## src/ssp_pkg.sv

```systemverilog
// constants shared by both ends of the serial programming link
package ssp_pkg;
    localparam int unsigned SSP_WORD_BITS = 24;
    localparam int unsigned SSP_CLK_MHZ   = 200;

    // address field p23..p22
    localparam int unsigned SSP_ADDR_MSB = 23;
    localparam int unsigned SSP_ADDR_LSB = 22;
    localparam logic [1:0]  SSP_ADDR_DIV = 2'h0;
    localparam logic [1:0]  SSP_ADDR_REF = 2'h1;
    localparam logic [1:0]  SSP_ADDR_CFG = 2'h2;
    localparam logic [1:0]  SSP_ADDR_TST = 2'h3;

    // divider word fields
    localparam int unsigned SSP_FM_POS    = 21;
    localparam int unsigned SSP_NF_MSB    = 20;
    localparam int unsigned SSP_NF_LSB    = 18;
    localparam int unsigned SSP_N_MSB     = 17;
    localparam int unsigned SSP_N_LSB     = 2;
    localparam logic        SSP_FM_RST    = 1'h0;
    localparam logic [2:0]  SSP_NF_RST    = 3'h2;
    localparam logic [15:0] SSP_N_RST     = 16'h4460;

    // reference word fields
    localparam int unsigned SSP_R_MSB     = 21;
    localparam int unsigned SSP_R_LSB     = 12;
    localparam int unsigned SSP_LO_POS    = 11;
    localparam int unsigned SSP_PD_POS    = 10;
    localparam int unsigned SSP_CP_POS    = 9;
    localparam int unsigned SSP_FC_MSB    = 8;
    localparam int unsigned SSP_FC_LSB    = 1;
    localparam logic [9:0]  SSP_R_RST     = 10'h051;
    localparam logic        SSP_LO_RST    = 1'h0;
    localparam logic        SSP_PD_RST    = 1'h0;
    localparam logic        SSP_CP_RST    = 1'h0;
    localparam logic [7:0]  SSP_FC_RST    = 8'h50;

    // test word speed-up bit
    localparam int unsigned SSP_TSPU_POS  = 14;

    // pump multiples of the bias current
    localparam logic [3:0]  SSP_PUMP_CP0_NORM = 4'h3;
    localparam logic [3:0]  SSP_PUMP_CP0_SU   = 4'hf;
    localparam logic [3:0]  SSP_PUMP_CP1_NORM = 4'h1;
    localparam logic [3:0]  SSP_PUMP_CP1_SU   = 4'h5;

    localparam logic [3:0]  SSP_MOD_8 = 4'h8;
    localparam logic [3:0]  SSP_MOD_5 = 4'h5;

    // serial bus timing
    localparam int unsigned SSP_TCY_NS    = 100;
    localparam int unsigned SSP_TCY_CYC   =
        (SSP_TCY_NS * SSP_CLK_MHZ + 999) / 1000;
    localparam int unsigned SSP_HALF_CYC  = (SSP_TCY_CYC + 1) / 2;
    localparam int unsigned SSP_LATCH_CYC = SSP_TCY_CYC;

    // host register map
    localparam logic [7:0]  SSP_REG_TX     = 8'h00;
    localparam logic [7:0]  SSP_REG_CTRL   = 8'h04;
    localparam logic [7:0]  SSP_REG_STATUS = 8'h08;
    localparam logic        SSP_CTRL_RST   = 1'h0;

    typedef enum logic [1:0] {
        SSP_H_IDLE,
        SSP_H_LOW,
        SSP_H_HIGH,
        SSP_H_LATCH
    } ssp_host_state_type;
endpackage : ssp_pkg

```

## src/ssp_link_if.sv

```systemverilog
// three-wire programming link plus power pin and settled output
interface ssp_link_if;
    logic serial_clk;
    logic latch_enable;
    logic serial_data;
    logic hard_power_pin;
    logic phase_settled;

    modport host (
        output serial_clk,
        output latch_enable,
        output serial_data,
        output hard_power_pin,
        input  phase_settled
    );
    modport device (
        input  serial_clk,
        input  latch_enable,
        input  serial_data,
        input  hard_power_pin,
        output phase_settled
    );
endinterface : ssp_link_if

```

## src/ssp_device.sv

```systemverilog
// synthesizer side: serial word capture, registers, lock and power
//
// Our own choices: the APB register port and the register addresses.
module ssp_device
    import ssp_pkg::*;
(
    input  wire logic        sys_clk_i,
    input  wire logic        rst_n_i,
    ssp_link_if.device       link,
    input  wire logic        aux_power_on_i,
    input  wire logic        ref_in_i,
    input  wire logic        main_pd_up_i,
    input  wire logic        main_pd_dn_i,
    input  wire logic        aux_pd_up_i,
    input  wire logic        aux_pd_dn_i,
    input  wire logic        main_cycle_end_i,
    output logic [15:0]      main_divide_ratio_o,
    output logic             fraction_modulus_select_o,
    output logic [2:0]       fraction_increment_o,
    output logic [2:0]       fraction_acc_o,
    output logic             fraction_carry_o,
    output logic [9:0]       ref_divide_ratio_o,
    output logic [7:0]       comp_dac_value_o,
    output logic             lock_output_mode_o,
    output logic             pump_ratio_select_o,
    output logic [3:0]       pump_current_mult_o,
    output logic             speedup_o,
    output logic             power_up_o,
    output logic             divider_sync_o,
    output logic [21:0]      config_word_o,
    output logic [21:0]      test_bits_o
);
    localparam int unsigned NSYNC = 9;

    function automatic logic [1:0] word_addr(input logic [23:0] w);
        return w[SSP_ADDR_MSB:SSP_ADDR_LSB];
    endfunction : word_addr

    logic [NSYNC-1:0] raw_in;
    logic [NSYNC-1:0] syn;
    logic             s_clk;
    logic             s_le;
    logic             s_data;
    logic             s_pon;
    logic             s_ref;
    logic [1:0]       s_pd_act;
    logic             clk_d;
    logic             le_d;
    logic             ref_d;
    logic             clk_rise;
    logic             le_rise;
    logic             le_fall;
    logic             ref_rise;

    assign raw_in = {aux_pd_dn_i, aux_pd_up_i, main_pd_dn_i, main_pd_up_i,
                     ref_in_i, link.hard_power_pin, link.serial_data,
                     link.latch_enable, link.serial_clk};

    ssp_sync #(
        .WIDTH (NSYNC)
    ) u_sync (
        .sys_clk_i (sys_clk_i),
        .rst_n_i   (rst_n_i),
        .async_i   (raw_in),
        .sync_o    (syn)
    );

    assign s_clk       = syn[0];
    assign s_le        = syn[1];
    assign s_data      = syn[2];
    assign s_pon       = syn[3];
    assign s_ref       = syn[4];
    assign s_pd_act[0] = syn[5] | syn[6];
    assign s_pd_act[1] = syn[7] | syn[8];

    always_ff @(posedge sys_clk_i) begin
        if (!rst_n_i) begin
            clk_d <= 1'b0;
            le_d  <= 1'b0;
            ref_d <= 1'b0;
        end else begin
            clk_d <= s_clk;
            le_d  <= s_le;
            ref_d <= s_ref;
        end
    end

    assign clk_rise = s_clk & ~clk_d;
    assign le_rise  = s_le & ~le_d;
    assign le_fall  = ~s_le & le_d;
    assign ref_rise = s_ref & ~ref_d;

    // serial shift register, p0 first ends in bit 0
    logic [23:0] shift_reg;

    always_ff @(posedge sys_clk_i) begin
        if (!rst_n_i) begin
            shift_reg <= '0;
        end else if (clk_rise && !s_le) begin
            shift_reg <= {s_data, shift_reg[23:1]};
        end
    end

    logic load_div;
    logic load_ref;
    logic load_cfg;
    logic load_tst;

    // word lands on latch rise, steered by its address
    always_comb begin
        load_div = 1'b0;
        load_ref = 1'b0;
        load_cfg = 1'b0;
        load_tst = 1'b0;
        if (le_rise) begin
            if (word_addr(shift_reg) == SSP_ADDR_DIV) begin
                load_div = 1'b1;
            end else if (word_addr(shift_reg) == SSP_ADDR_REF) begin
                load_ref = 1'b1;
            end else if (word_addr(shift_reg) == SSP_ADDR_CFG) begin
                load_cfg = 1'b1;
            end else begin
                load_tst = 1'b1;
            end
        end
    end

    // reference word and temporary DAC store
    logic       soft_power_bit;
    logic [7:0] comp_dac_temp;

    always_ff @(posedge sys_clk_i) begin
        if (!rst_n_i) begin
            ref_divide_ratio_o  <= SSP_R_RST;
            lock_output_mode_o  <= SSP_LO_RST;
            soft_power_bit      <= SSP_PD_RST;
            pump_ratio_select_o <= SSP_CP_RST;
            comp_dac_temp       <= SSP_FC_RST;
        end else if (load_ref) begin
            ref_divide_ratio_o  <= shift_reg[SSP_R_MSB:SSP_R_LSB];
            lock_output_mode_o  <= shift_reg[SSP_LO_POS];
            soft_power_bit      <= shift_reg[SSP_PD_POS];
            pump_ratio_select_o <= shift_reg[SSP_CP_POS];
            comp_dac_temp       <= shift_reg[SSP_FC_MSB:SSP_FC_LSB];
        end
    end

    always_ff @(posedge sys_clk_i) begin
        if (!rst_n_i) begin
            config_word_o <= '0;
        end else if (load_cfg) begin
            config_word_o <= shift_reg[21:0];
        end
    end

    always_ff @(posedge sys_clk_i) begin
        if (!rst_n_i) begin
            test_bits_o <= '0;
        end else if (load_tst) begin
            test_bits_o <= shift_reg[21:0];
        end
    end

    // divider word staged, applied at a divider cycle boundary
    logic [15:0] n_stage;
    logic        fm_stage;
    logic [2:0]  nf_stage;
    logic [7:0]  fc_stage;
    logic        reload_pending;

    always_ff @(posedge sys_clk_i) begin
        if (!rst_n_i) begin
            n_stage  <= SSP_N_RST;
            fm_stage <= SSP_FM_RST;
            nf_stage <= SSP_NF_RST;
            fc_stage <= SSP_FC_RST;
        end else if (load_div) begin
            n_stage  <= shift_reg[SSP_N_MSB:SSP_N_LSB];
            fm_stage <= shift_reg[SSP_FM_POS];
            nf_stage <= shift_reg[SSP_NF_MSB:SSP_NF_LSB];
            fc_stage <= comp_dac_temp;
        end
    end

    // a load in the boundary cycle wins, so it is never dropped
    always_ff @(posedge sys_clk_i) begin
        if (!rst_n_i) begin
            reload_pending <= 1'b0;
        end else if (load_div) begin
            reload_pending <= 1'b1;
        end else if (main_cycle_end_i) begin
            reload_pending <= 1'b0;
        end
    end

    always_ff @(posedge sys_clk_i) begin
        if (!rst_n_i) begin
            main_divide_ratio_o       <= SSP_N_RST;
            fraction_modulus_select_o <= SSP_FM_RST;
            fraction_increment_o      <= SSP_NF_RST;
            comp_dac_value_o          <= SSP_FC_RST;
        end else if (reload_pending && main_cycle_end_i) begin
            main_divide_ratio_o       <= n_stage;
            fraction_modulus_select_o <= fm_stage;
            fraction_increment_o      <= nf_stage;
            comp_dac_value_o          <= fc_stage;
        end
    end

    // power state and divider resync
    logic next_power_up;

    assign next_power_up = s_pon ^ soft_power_bit;

    always_ff @(posedge sys_clk_i) begin
        if (!rst_n_i) begin
            power_up_o     <= 1'b0;
            divider_sync_o <= 1'b0;
        end else begin
            power_up_o     <= next_power_up;
            divider_sync_o <= next_power_up & ~power_up_o;
        end
    end

    // fraction accumulator; increment must stay below the modulus
    logic [3:0] acc_sum;
    logic [3:0] acc_mod;

    assign acc_sum = {1'b0, fraction_acc_o} + {1'b0, fraction_increment_o};
    assign acc_mod = fraction_modulus_select_o ? SSP_MOD_5 : SSP_MOD_8;

    always_ff @(posedge sys_clk_i) begin
        if (!rst_n_i) begin
            fraction_acc_o   <= '0;
            fraction_carry_o <= 1'b0;
        end else if (divider_sync_o) begin
            fraction_acc_o   <= '0;
            fraction_carry_o <= 1'b0;
        end else if (main_cycle_end_i) begin
            if (acc_sum >= acc_mod) begin
                fraction_acc_o   <= 3'(acc_sum - acc_mod);
                fraction_carry_o <= 1'b1;
            end else begin
                fraction_acc_o   <= acc_sum[2:0];
                fraction_carry_o <= 1'b0;
            end
        end else begin
            fraction_carry_o <= 1'b0;
        end
    end

    // speed-up window from divider word latch to latch fall
    logic div_speedup;

    always_ff @(posedge sys_clk_i) begin
        if (!rst_n_i) begin
            div_speedup <= 1'b0;
        end else if (load_div) begin
            div_speedup <= 1'b1;
        end else if (le_fall) begin
            div_speedup <= 1'b0;
        end
    end

    always_ff @(posedge sys_clk_i) begin
        if (!rst_n_i) begin
            speedup_o           <= 1'b0;
            pump_current_mult_o <= SSP_PUMP_CP0_NORM;
        end else begin
            speedup_o <= div_speedup | test_bits_o[SSP_TSPU_POS];
            if (pump_ratio_select_o) begin
                pump_current_mult_o <= (div_speedup | test_bits_o[SSP_TSPU_POS])
                    ? SSP_PUMP_CP1_SU : SSP_PUMP_CP1_NORM;
            end else begin
                pump_current_mult_o <= (div_speedup | test_bits_o[SSP_TSPU_POS])
                    ? SSP_PUMP_CP0_SU : SSP_PUMP_CP0_NORM;
            end
        end
    end

    // lock judge: a detector pulse spanning a whole reference period
    // means phase error of at least one period
    logic [1:0] held;
    logic [1:0] loop_locked;
    logic [1:0] counter_on;

    assign counter_on = {aux_power_on_i, power_up_o};

    for (genvar g = 0; g < 2; g++) begin : g_lock
        always_ff @(posedge sys_clk_i) begin
            if (!rst_n_i) begin
                held[g]        <= 1'b0;
                loop_locked[g] <= 1'b0;
            end else if (!counter_on[g]) begin
                held[g]        <= 1'b0;
                loop_locked[g] <= 1'b0;
            end else if (ref_rise) begin
                loop_locked[g] <= ~held[g];
                held[g]        <= s_pd_act[g];
            end else begin
                held[g]        <= held[g] & s_pd_act[g];
            end
        end
    end

    logic settled;

    always_ff @(posedge sys_clk_i) begin
        if (!rst_n_i) begin
            settled <= 1'b0;
        end else begin
            settled <= (|counter_on)
                & (loop_locked[0] | ~counter_on[0])
                & (loop_locked[1] | ~counter_on[1]);
        end
    end

    assign link.phase_settled = settled;
endmodule : ssp_device

```

## src/ssp_sync.sv

```systemverilog
// two-flop synchroniser bank for foreign-domain inputs
module ssp_sync #(
    parameter int unsigned WIDTH = 1
) (
    input  wire logic             sys_clk_i,
    input  wire logic             rst_n_i,
    input  wire logic [WIDTH-1:0] async_i,
    output logic      [WIDTH-1:0] sync_o
);
    logic [WIDTH-1:0] meta;

    initial begin
        if (WIDTH < 1) $error("ssp_sync: WIDTH must be at least 1");
    end

    always_ff @(posedge sys_clk_i) begin
        if (!rst_n_i) begin
            meta   <= '0;
            sync_o <= '0;
        end else begin
            meta   <= async_i;
            sync_o <= meta;
        end
    end
endmodule : ssp_sync
```

## src/flat_wrapper.sv

```systemverilog
// flat-port wrapper written by rule: the top's interface ports become plain ports
module ssp_device_flat import ssp_pkg::*;
  (sys_clk_i, rst_n_i, aux_power_on_i, ref_in_i, main_pd_up_i, main_pd_dn_i, aux_pd_up_i, aux_pd_dn_i, main_cycle_end_i, main_divide_ratio_o, fraction_modulus_select_o, fraction_increment_o, fraction_acc_o, fraction_carry_o, ref_divide_ratio_o, comp_dac_value_o, lock_output_mode_o, pump_ratio_select_o, pump_current_mult_o, speedup_o, power_up_o, divider_sync_o, config_word_o, test_bits_o, link_serial_clk, link_latch_enable, link_serial_data, link_hard_power_pin, link_phase_settled);
  ssp_link_if link_i ();
  input  wire logic sys_clk_i;
  input  wire logic rst_n_i;
  input  wire logic aux_power_on_i;
  input  wire logic ref_in_i;
  input  wire logic main_pd_up_i;
  input  wire logic main_pd_dn_i;
  input  wire logic aux_pd_up_i;
  input  wire logic aux_pd_dn_i;
  input  wire logic main_cycle_end_i;
  output logic [15:0] main_divide_ratio_o;
  output logic fraction_modulus_select_o;
  output logic [2:0] fraction_increment_o;
  output logic [2:0] fraction_acc_o;
  output logic fraction_carry_o;
  output logic [9:0] ref_divide_ratio_o;
  output logic [7:0] comp_dac_value_o;
  output logic lock_output_mode_o;
  output logic pump_ratio_select_o;
  output logic [3:0] pump_current_mult_o;
  output logic speedup_o;
  output logic power_up_o;
  output logic divider_sync_o;
  output logic [21:0] config_word_o;
  output logic [21:0] test_bits_o;
  input wire logic [$bits(link_i.serial_clk)-1:0] link_serial_clk;
  input wire logic [$bits(link_i.latch_enable)-1:0] link_latch_enable;
  input wire logic [$bits(link_i.serial_data)-1:0] link_serial_data;
  input wire logic [$bits(link_i.hard_power_pin)-1:0] link_hard_power_pin;
  output wire logic [$bits(link_i.phase_settled)-1:0] link_phase_settled;
  assign link_i.serial_clk = link_serial_clk;
  assign link_i.latch_enable = link_latch_enable;
  assign link_i.serial_data = link_serial_data;
  assign link_i.hard_power_pin = link_hard_power_pin;
  assign link_phase_settled = link_i.phase_settled;
  ssp_device u_core (.sys_clk_i(sys_clk_i), .rst_n_i(rst_n_i), .link(link_i), .aux_power_on_i(aux_power_on_i), .ref_in_i(ref_in_i), .main_pd_up_i(main_pd_up_i), .main_pd_dn_i(main_pd_dn_i), .aux_pd_up_i(aux_pd_up_i), .aux_pd_dn_i(aux_pd_dn_i), .main_cycle_end_i(main_cycle_end_i), .main_divide_ratio_o(main_divide_ratio_o), .fraction_modulus_select_o(fraction_modulus_select_o), .fraction_increment_o(fraction_increment_o), .fraction_acc_o(fraction_acc_o), .fraction_carry_o(fraction_carry_o), .ref_divide_ratio_o(ref_divide_ratio_o), .comp_dac_value_o(comp_dac_value_o), .lock_output_mode_o(lock_output_mode_o), .pump_ratio_select_o(pump_ratio_select_o), .pump_current_mult_o(pump_current_mult_o), .speedup_o(speedup_o), .power_up_o(power_up_o), .divider_sync_o(divider_sync_o), .config_word_o(config_word_o), .test_bits_o(test_bits_o));
endmodule
```

## config.mk

```make
export PLATFORM = sky130hd
export DESIGN_NAME = ssp_device_flat
export DESIGN_NICKNAME = d
export VERILOG_FILES = /design/src/ssp_pkg.sv /design/src/ssp_link_if.sv /design/src/ssp_device.sv /design/src/ssp_sync.sv /design/src/flat_wrapper.sv
export SDC_FILE = /design/constraint.sdc
export NUM_CORES = 1
export LEC_CHECK = 0
export ABC_AREA = 1
export ABC_CLOCK_PERIOD_IN_PS = 6800
export BUFFER_PORTS_ARGS = -buffer_cell sky130_fd_sc_hd__buf_2
export CORE_MARGIN = 1.5
export CORE_UTILIZATION = 46
export CTS_BUF_LIST = sky130_fd_sc_hd__clkbuf_4
export CTS_CLUSTER_SIZE = 28
export DETAILED_ROUTE_END_ITERATION = 12
export GPL_TIMING_DRIVEN = 0
export HOLD_SLACK_MARGIN = 0.15
export PLACE_DENSITY = 0.63
export SLEW_MARGIN = 30
export SYNTH_ARGS = -nofsm -noshare
export SYNTH_HDL_FRONTEND = slang
export SYNTH_SLANG_ARGS = --single-unit
```

## constraint.sdc

```tcl
create_clock -name sys_clk_i -period 6.8 [get_ports sys_clk_i]
set_clock_uncertainty 0.2 [all_clocks]
set_input_delay 1.02 -clock sys_clk_i [delete_from_list [all_inputs] [get_ports sys_clk_i]]
set_output_delay 1.02 -clock sys_clk_i [all_outputs]
set_load 0.01 [all_outputs]
```

After elaboration in Yosys (flattened, before gate mapping):

Cells that the tools add are included.

* flip-flop bits (word level): 184
* input port bits: 13
* output and inout port bits: 96
* word-level logic and storage cells: 100

* add/sub/neg operators: 2
* magnitude comparators: 1
* eq/ne operators: 2
* multiplexer cells: 25
* bitwise operators: 25
* reduce and logical (&&, ||, !) cells: 11

Operator list (number)
* 1-bit 2-to-1 mux: 20
* 4-bit 2-to-1 mux: 3
* 1-bit NOT: 10
* 1-bit AND: 9
* 3-bit 2-to-1 mux: 2
* 1-bit bitwise OR: 5
* 3-bit by 3-bit adder with 4-bit output: 1
* 4-bit >= comparator: 1
* 2-bit AND reduction: 2
* 2-bit nonzero test: 2
* 2-bit OR reduction: 2
* 3-bit OR reduction: 1
* 3-bit subtractor: 1
* 2-bit by 1-bit equality test with 1-bit output, second input constant: 1
* 2-bit equality test, second input constant: 1
* 1-bit logical AND: 2
* 2-bit zero test: 1
* 1-bit zero test: 1
* 1-bit XOR: 1

Longest topological paths before layout:

* depth after elaboration: 5
* mapped depth: 13
* gate-level depth less buffers: 13

Modules after synthesis:

From an unflattened synthesis, not the netlist that was laid out.

* cell total of the unflattened synthesis: 715
* area, all modules: 6199.7 um^2

Modules (own cells, without submodules)
* ssp_device: instances 1, cells each 659, area an instance 5670.4 um^2, sequential area each 3283.1 um^2
* ssp_sync: instances 1, cells each 56, area an instance 529.3 um^2, sequential area each 360.3 um^2

Worst setup path after synthesis:

Ideal clock, no wire load.

* path type: register -> register
* start point: reg u_core.fraction_increment_o[0]
* end point: reg u_core.fraction_acc_o[0]
* setup time: 115 ps
* arrival: 1982 ps
* required time: 6485 ps
* setup slack: 4502 ps
* stages on the path, launching flop included: 14
* path buffers: 0
* clock period less this slack: 2298 ps
* cell sequence: dfxtp_1 -> ha_1 -> fa_1 -> xnor2_1 -> inv_1 -> ha_1 -> nand2_1 -> inv_1 -> nand2_1 -> nand2_1 -> nand2_1 -> nand2_1 -> o21ai_0 -> inv_1

* longest elaborated chain between the ends: 3
* elaborated cells on any way between the ends: 4
* classes of those cells: add/sub (2); order compare (1); mux (1)

Ends and longest elaborated chain
* from (decl): line ssp_device.sv:19 `output logic [2:0] fraction_increment_o,`
* from (signal assigned): line ssp_device.sv:205 `fraction_increment_o <= nf_stage;`
* 3-bit by 3-bit adder with 4-bit output *: line ssp_device.sv:229 `assign acc_sum = {1'b0, fraction_acc_o} + {1'b0, fraction_increment_o};`
* 4-bit >= comparator or 3-bit subtractor (tied branches): line ssp_device.sv:240, ssp_device.sv:241
* 3-bit 2-to-1 mux *: line ssp_device.sv:240 `if (acc_sum >= acc_mod) begin`
* to (signal assigned): line ssp_device.sv:241 `fraction_acc_o <= 3'(acc_sum - acc_mod);`
* to (signal assigned): line ssp_device.sv:244 `fraction_acc_o <= acc_sum[2:0];`
* to (decl): line ssp_device.sv:20 `output logic [2:0] fraction_acc_o,`

Every way passes the cells marked *; elsewhere a longest branch is shown, timed or not.
A chain may end at the register's enable or synchronous reset.

Worst setup path in the final report:

* start point: reg u_core.fraction_increment_o[0]
* end point: reg u_core.fraction_acc_o[1]

Same word-level chain as after synthesis.

==> flow_summary.json <==
{
  "cts_made_buffers": 17,
  "synth_cells": 715,
  "rsz0062_at_grt": "no",
  "ir_drop_uv": 103,
  "synth_edf_count": 0,
  "via_per_inst": 5.00,
  "finalSetupViolCount": 0,
  "postLayoutSetupSlackWorst_ns": 4.30,
  "outcome": "finished clean",
  "crit_path_top_delay_cell": "fa_1",
  "synth_seq_cells": 182,
  "start_kind": "flip-flop",
  "routed_wl_um": 15300,
  "crit_required_ns": 7.07,
  "tightestPinTransition_ns": 0.562,
  "synth_area_leader_cell": "dfxtp_1",
  "layout_worst_path_cycle_share_pct": 36.8,
  "synth_cell_types": 31,
  "crit_family": "adder cells",
  "multi_input_comb_area_sq_um": 2220,
  "fp.dieW_um": 121,
  "grt_pass1_wl_um": 24400,
  "yosys-top-cells-count": "dfxtp_1, o21ai_0, a21oi_1",
  "vias": 5142,
  "async_flop_share_pct": 0,
  "drtIter0Drc": 370,
  "ys_top_cells_by_area": "dfxtp_1, o21ai_0, a21oi_1",
  "power.density_nw_per_um2": 251,
  "cp_max_fo": 6,
  "dieArea_sq_um": 14500,
  "clk_pin_slew_ns": 0.13,
  "yosysMostFrequentCell": "dfxtp_1",
  "place_area_sq_um": 7110,
  "pre_cts_slack_ns": 4.24,
  "drv_slew": 0,
  "grt_pass1_vias": 4678,
  "period_needed_ns": 2.50,
  "cts_tree": "built",
  "cp_common_cell": "nand2_1",
  "clk-insertion-delay-late_ns": 0.57,
  "largest_reg_flops": 24,
  "grt_max_degree": 17,
  "place_hpwl_um": 11200,
  "syn_nets": 736,
  "synth_ff_type": "dfxtp_1",
  "drc": 0,
  "crit_path_cell_trace": "ha_1 -> fa_1 -> xnor2_1 -> inv_1 -> ha_1 -> nand2_1 -> inv_1 -> nand2_1 -> nand2_1 -> nand2_1 -> nand2_1 -> o21ai_0 -> inv_1",
  "worst-path-buf-inv": 3,
  "endpoint_kind": "flip-flop",
  "htree_levels": 4,
  "nNetsFinal": 860,
  "fin_setup_tns_ns": 0,
  "max_clock_freq_mhz": 400,
  "finalHoldViolCount": 0,
  "antenna_found_initial": 1,
  "drive_above_1_share_pct": 23.6,
  "io_pins": 109,
  "syn_area_sq_um": 6360,
  "nFillCells": 1310,
  "row_count": 42,
  "slew_headroom_pct": 62.5,
  "clock-root-buffer": "clkbuf_4",
  "synth_top_cell_area_share_pct": 57.3,
  "drt_first_pass_iters": 5,
  "slowest_delay_ns": 0.38,
  "cts_resized": 0,
  "post_drt_wl_per_cell_um": 14.9,
  "path_class": "reg -> reg",
  "grt_usage_pct": 21.9,
  "clock_sinks": 182,
  "finalNonFillerCells": 1029,
  "avgSynthCellArea_sq_um": 8.89,
  "cts_setup_buffers": 0,
  "ys_seq_area_share_pct": 57.3,
  "ctsHoldBuffers": 0,
  "p_leak_nw": 3.38,
  "place_congestion": 0.863,
  "hold_path.class": "reg -> reg",
  "port_buffers": 105,
  "fin_area_sq_um": 7400,
  "cap_violations": 0,
  "core_sq_um": 13300,
  "numPlacedInstances": 996,
  "cts_buffer_depth": 2,
  "cp.arrival_ns": 2.77,
  "initial_utilization_pct": 47.6,
  "ys_warn_count": 0,
  "seq_area_sq_um": 3640,
  "die_y_um": 121,
  "drtAntennaViolNets": 0,
  "syn_to_final_growth_pct": 16.3,
  "gr-total-overflow": 0
}
routing by layer:
metal	track usage, %	vias up	share of wire (%)
met1	29.5	2373	46
met5	0	-	0
met3	4.67	11	5.3
li1	-	2617	-
met2	34.8	141	48
met4	7.50	0	0.68
tightest hold or removal path, delay by kind of cell (launching register included):
| family | cells | cell delay [ns] |
|---|---|---|
| and+or+nand+nor | 1 | 0.05 |
| DFF | 1 | 0.32 |
| buffers and inverters | 1 | 0.03 |
final timing paths:
path              slack (ns)                           start  cells past startpoint                  endpoint
setup reg to reg        4.30  u_core.fraction_increment_o[0]                     13  u_core.fraction_acc_o[1]
setup / recovery        4.30  u_core.fraction_increment_o[0]                     13  u_core.fraction_acc_o[1]
hold reg to reg         0.22           u_core.u_sync.meta[5]                      2   u_core.u_sync.sync_o[5]
hold / removal          0.22           u_core.u_sync.meta[5]                      2   u_core.u_sync.sync_o[5]
report_power, final:
part	total [mW]	switching (mW)	internal, mW
clock	0.609	0.343	0.266
combinational	0.136	0.0905	0.0453
sequential	1.11	0.0166	1.10
per-stage QoR:
step / utilization [%] / total power [mW] / hold WS (ns)
final: 55.4 / 1.86 / 0.218
after global routing: 55.4 / 1.94 / 0.244
after CTS: 55.4 / 1.87 / 0.221
after detailed placement: 53.2 / 1.27 / 0.200
after global placement: 53.2 / 1.27 / 0.195
after floorplan: - / 1.23 / 0.190
placed cells by master (no fill, tap or decap), types with 2 or more instances in the layout:
cell type / netlist / layout
nor2_1: 69 / 69
nand3_1: 12 / 12
inv_2: 3 / 3
clkinv_1: 1 / 4
clkinv_2: 0 / 3
nor3_4: 3 / 3
ha_1: 7 / 7
a211oi_1: 2 / 2
clkbuf_1: 23 / 23
nor3_1: 2 / 2
a21oi_1: 70 / 70
dfxtp_1: 182 / 182
clkbuf_4: 0 / 21
a21oi_2: 36 / 36
inv_1: 60 / 60
buf_6: 4 / 4
o21ai_1: 45 / 45
buf_2: 9 / 114
o211ai_1: 10 / 10
buf_4: 9 / 9
o22ai_1: 2 / 2
o21ai_0: 85 / 85
nand2_1: 68 / 68
bufinv_16: 0 / 3
buf_1: 4 / 4
cell families (layout without fill, tap and decap cells):
kind of cell	count (synthesis)	after routing	share of synthesized area [%]
other	1	2	0.0590
AND/OR/NAND/NOR	159	159	10.5
buffers and inverters	113	250	7.85
flip-flops	182	182	57.3
AO/OA/AOI/OAI	250	250	22.3
adder cells (fa/ha/maj)	8	8	1.69
XOR/XNOR	2	2	0.275
area by class of cell:
cell class | instances | area share [%]
antenna | 1 | 0.0338
buffer | 49 | 3.50
clock buffer | 21 | 2.13
clock inverter | 11 | 1.79
inverter | 64 | 3.25
multi-input combinational | 420 | 30.0
sequential | 182 | 49.2
tap | 176 | 2.98
timing repair buffer | 105 | 7.10
Power figures use the tool's default switching activity.
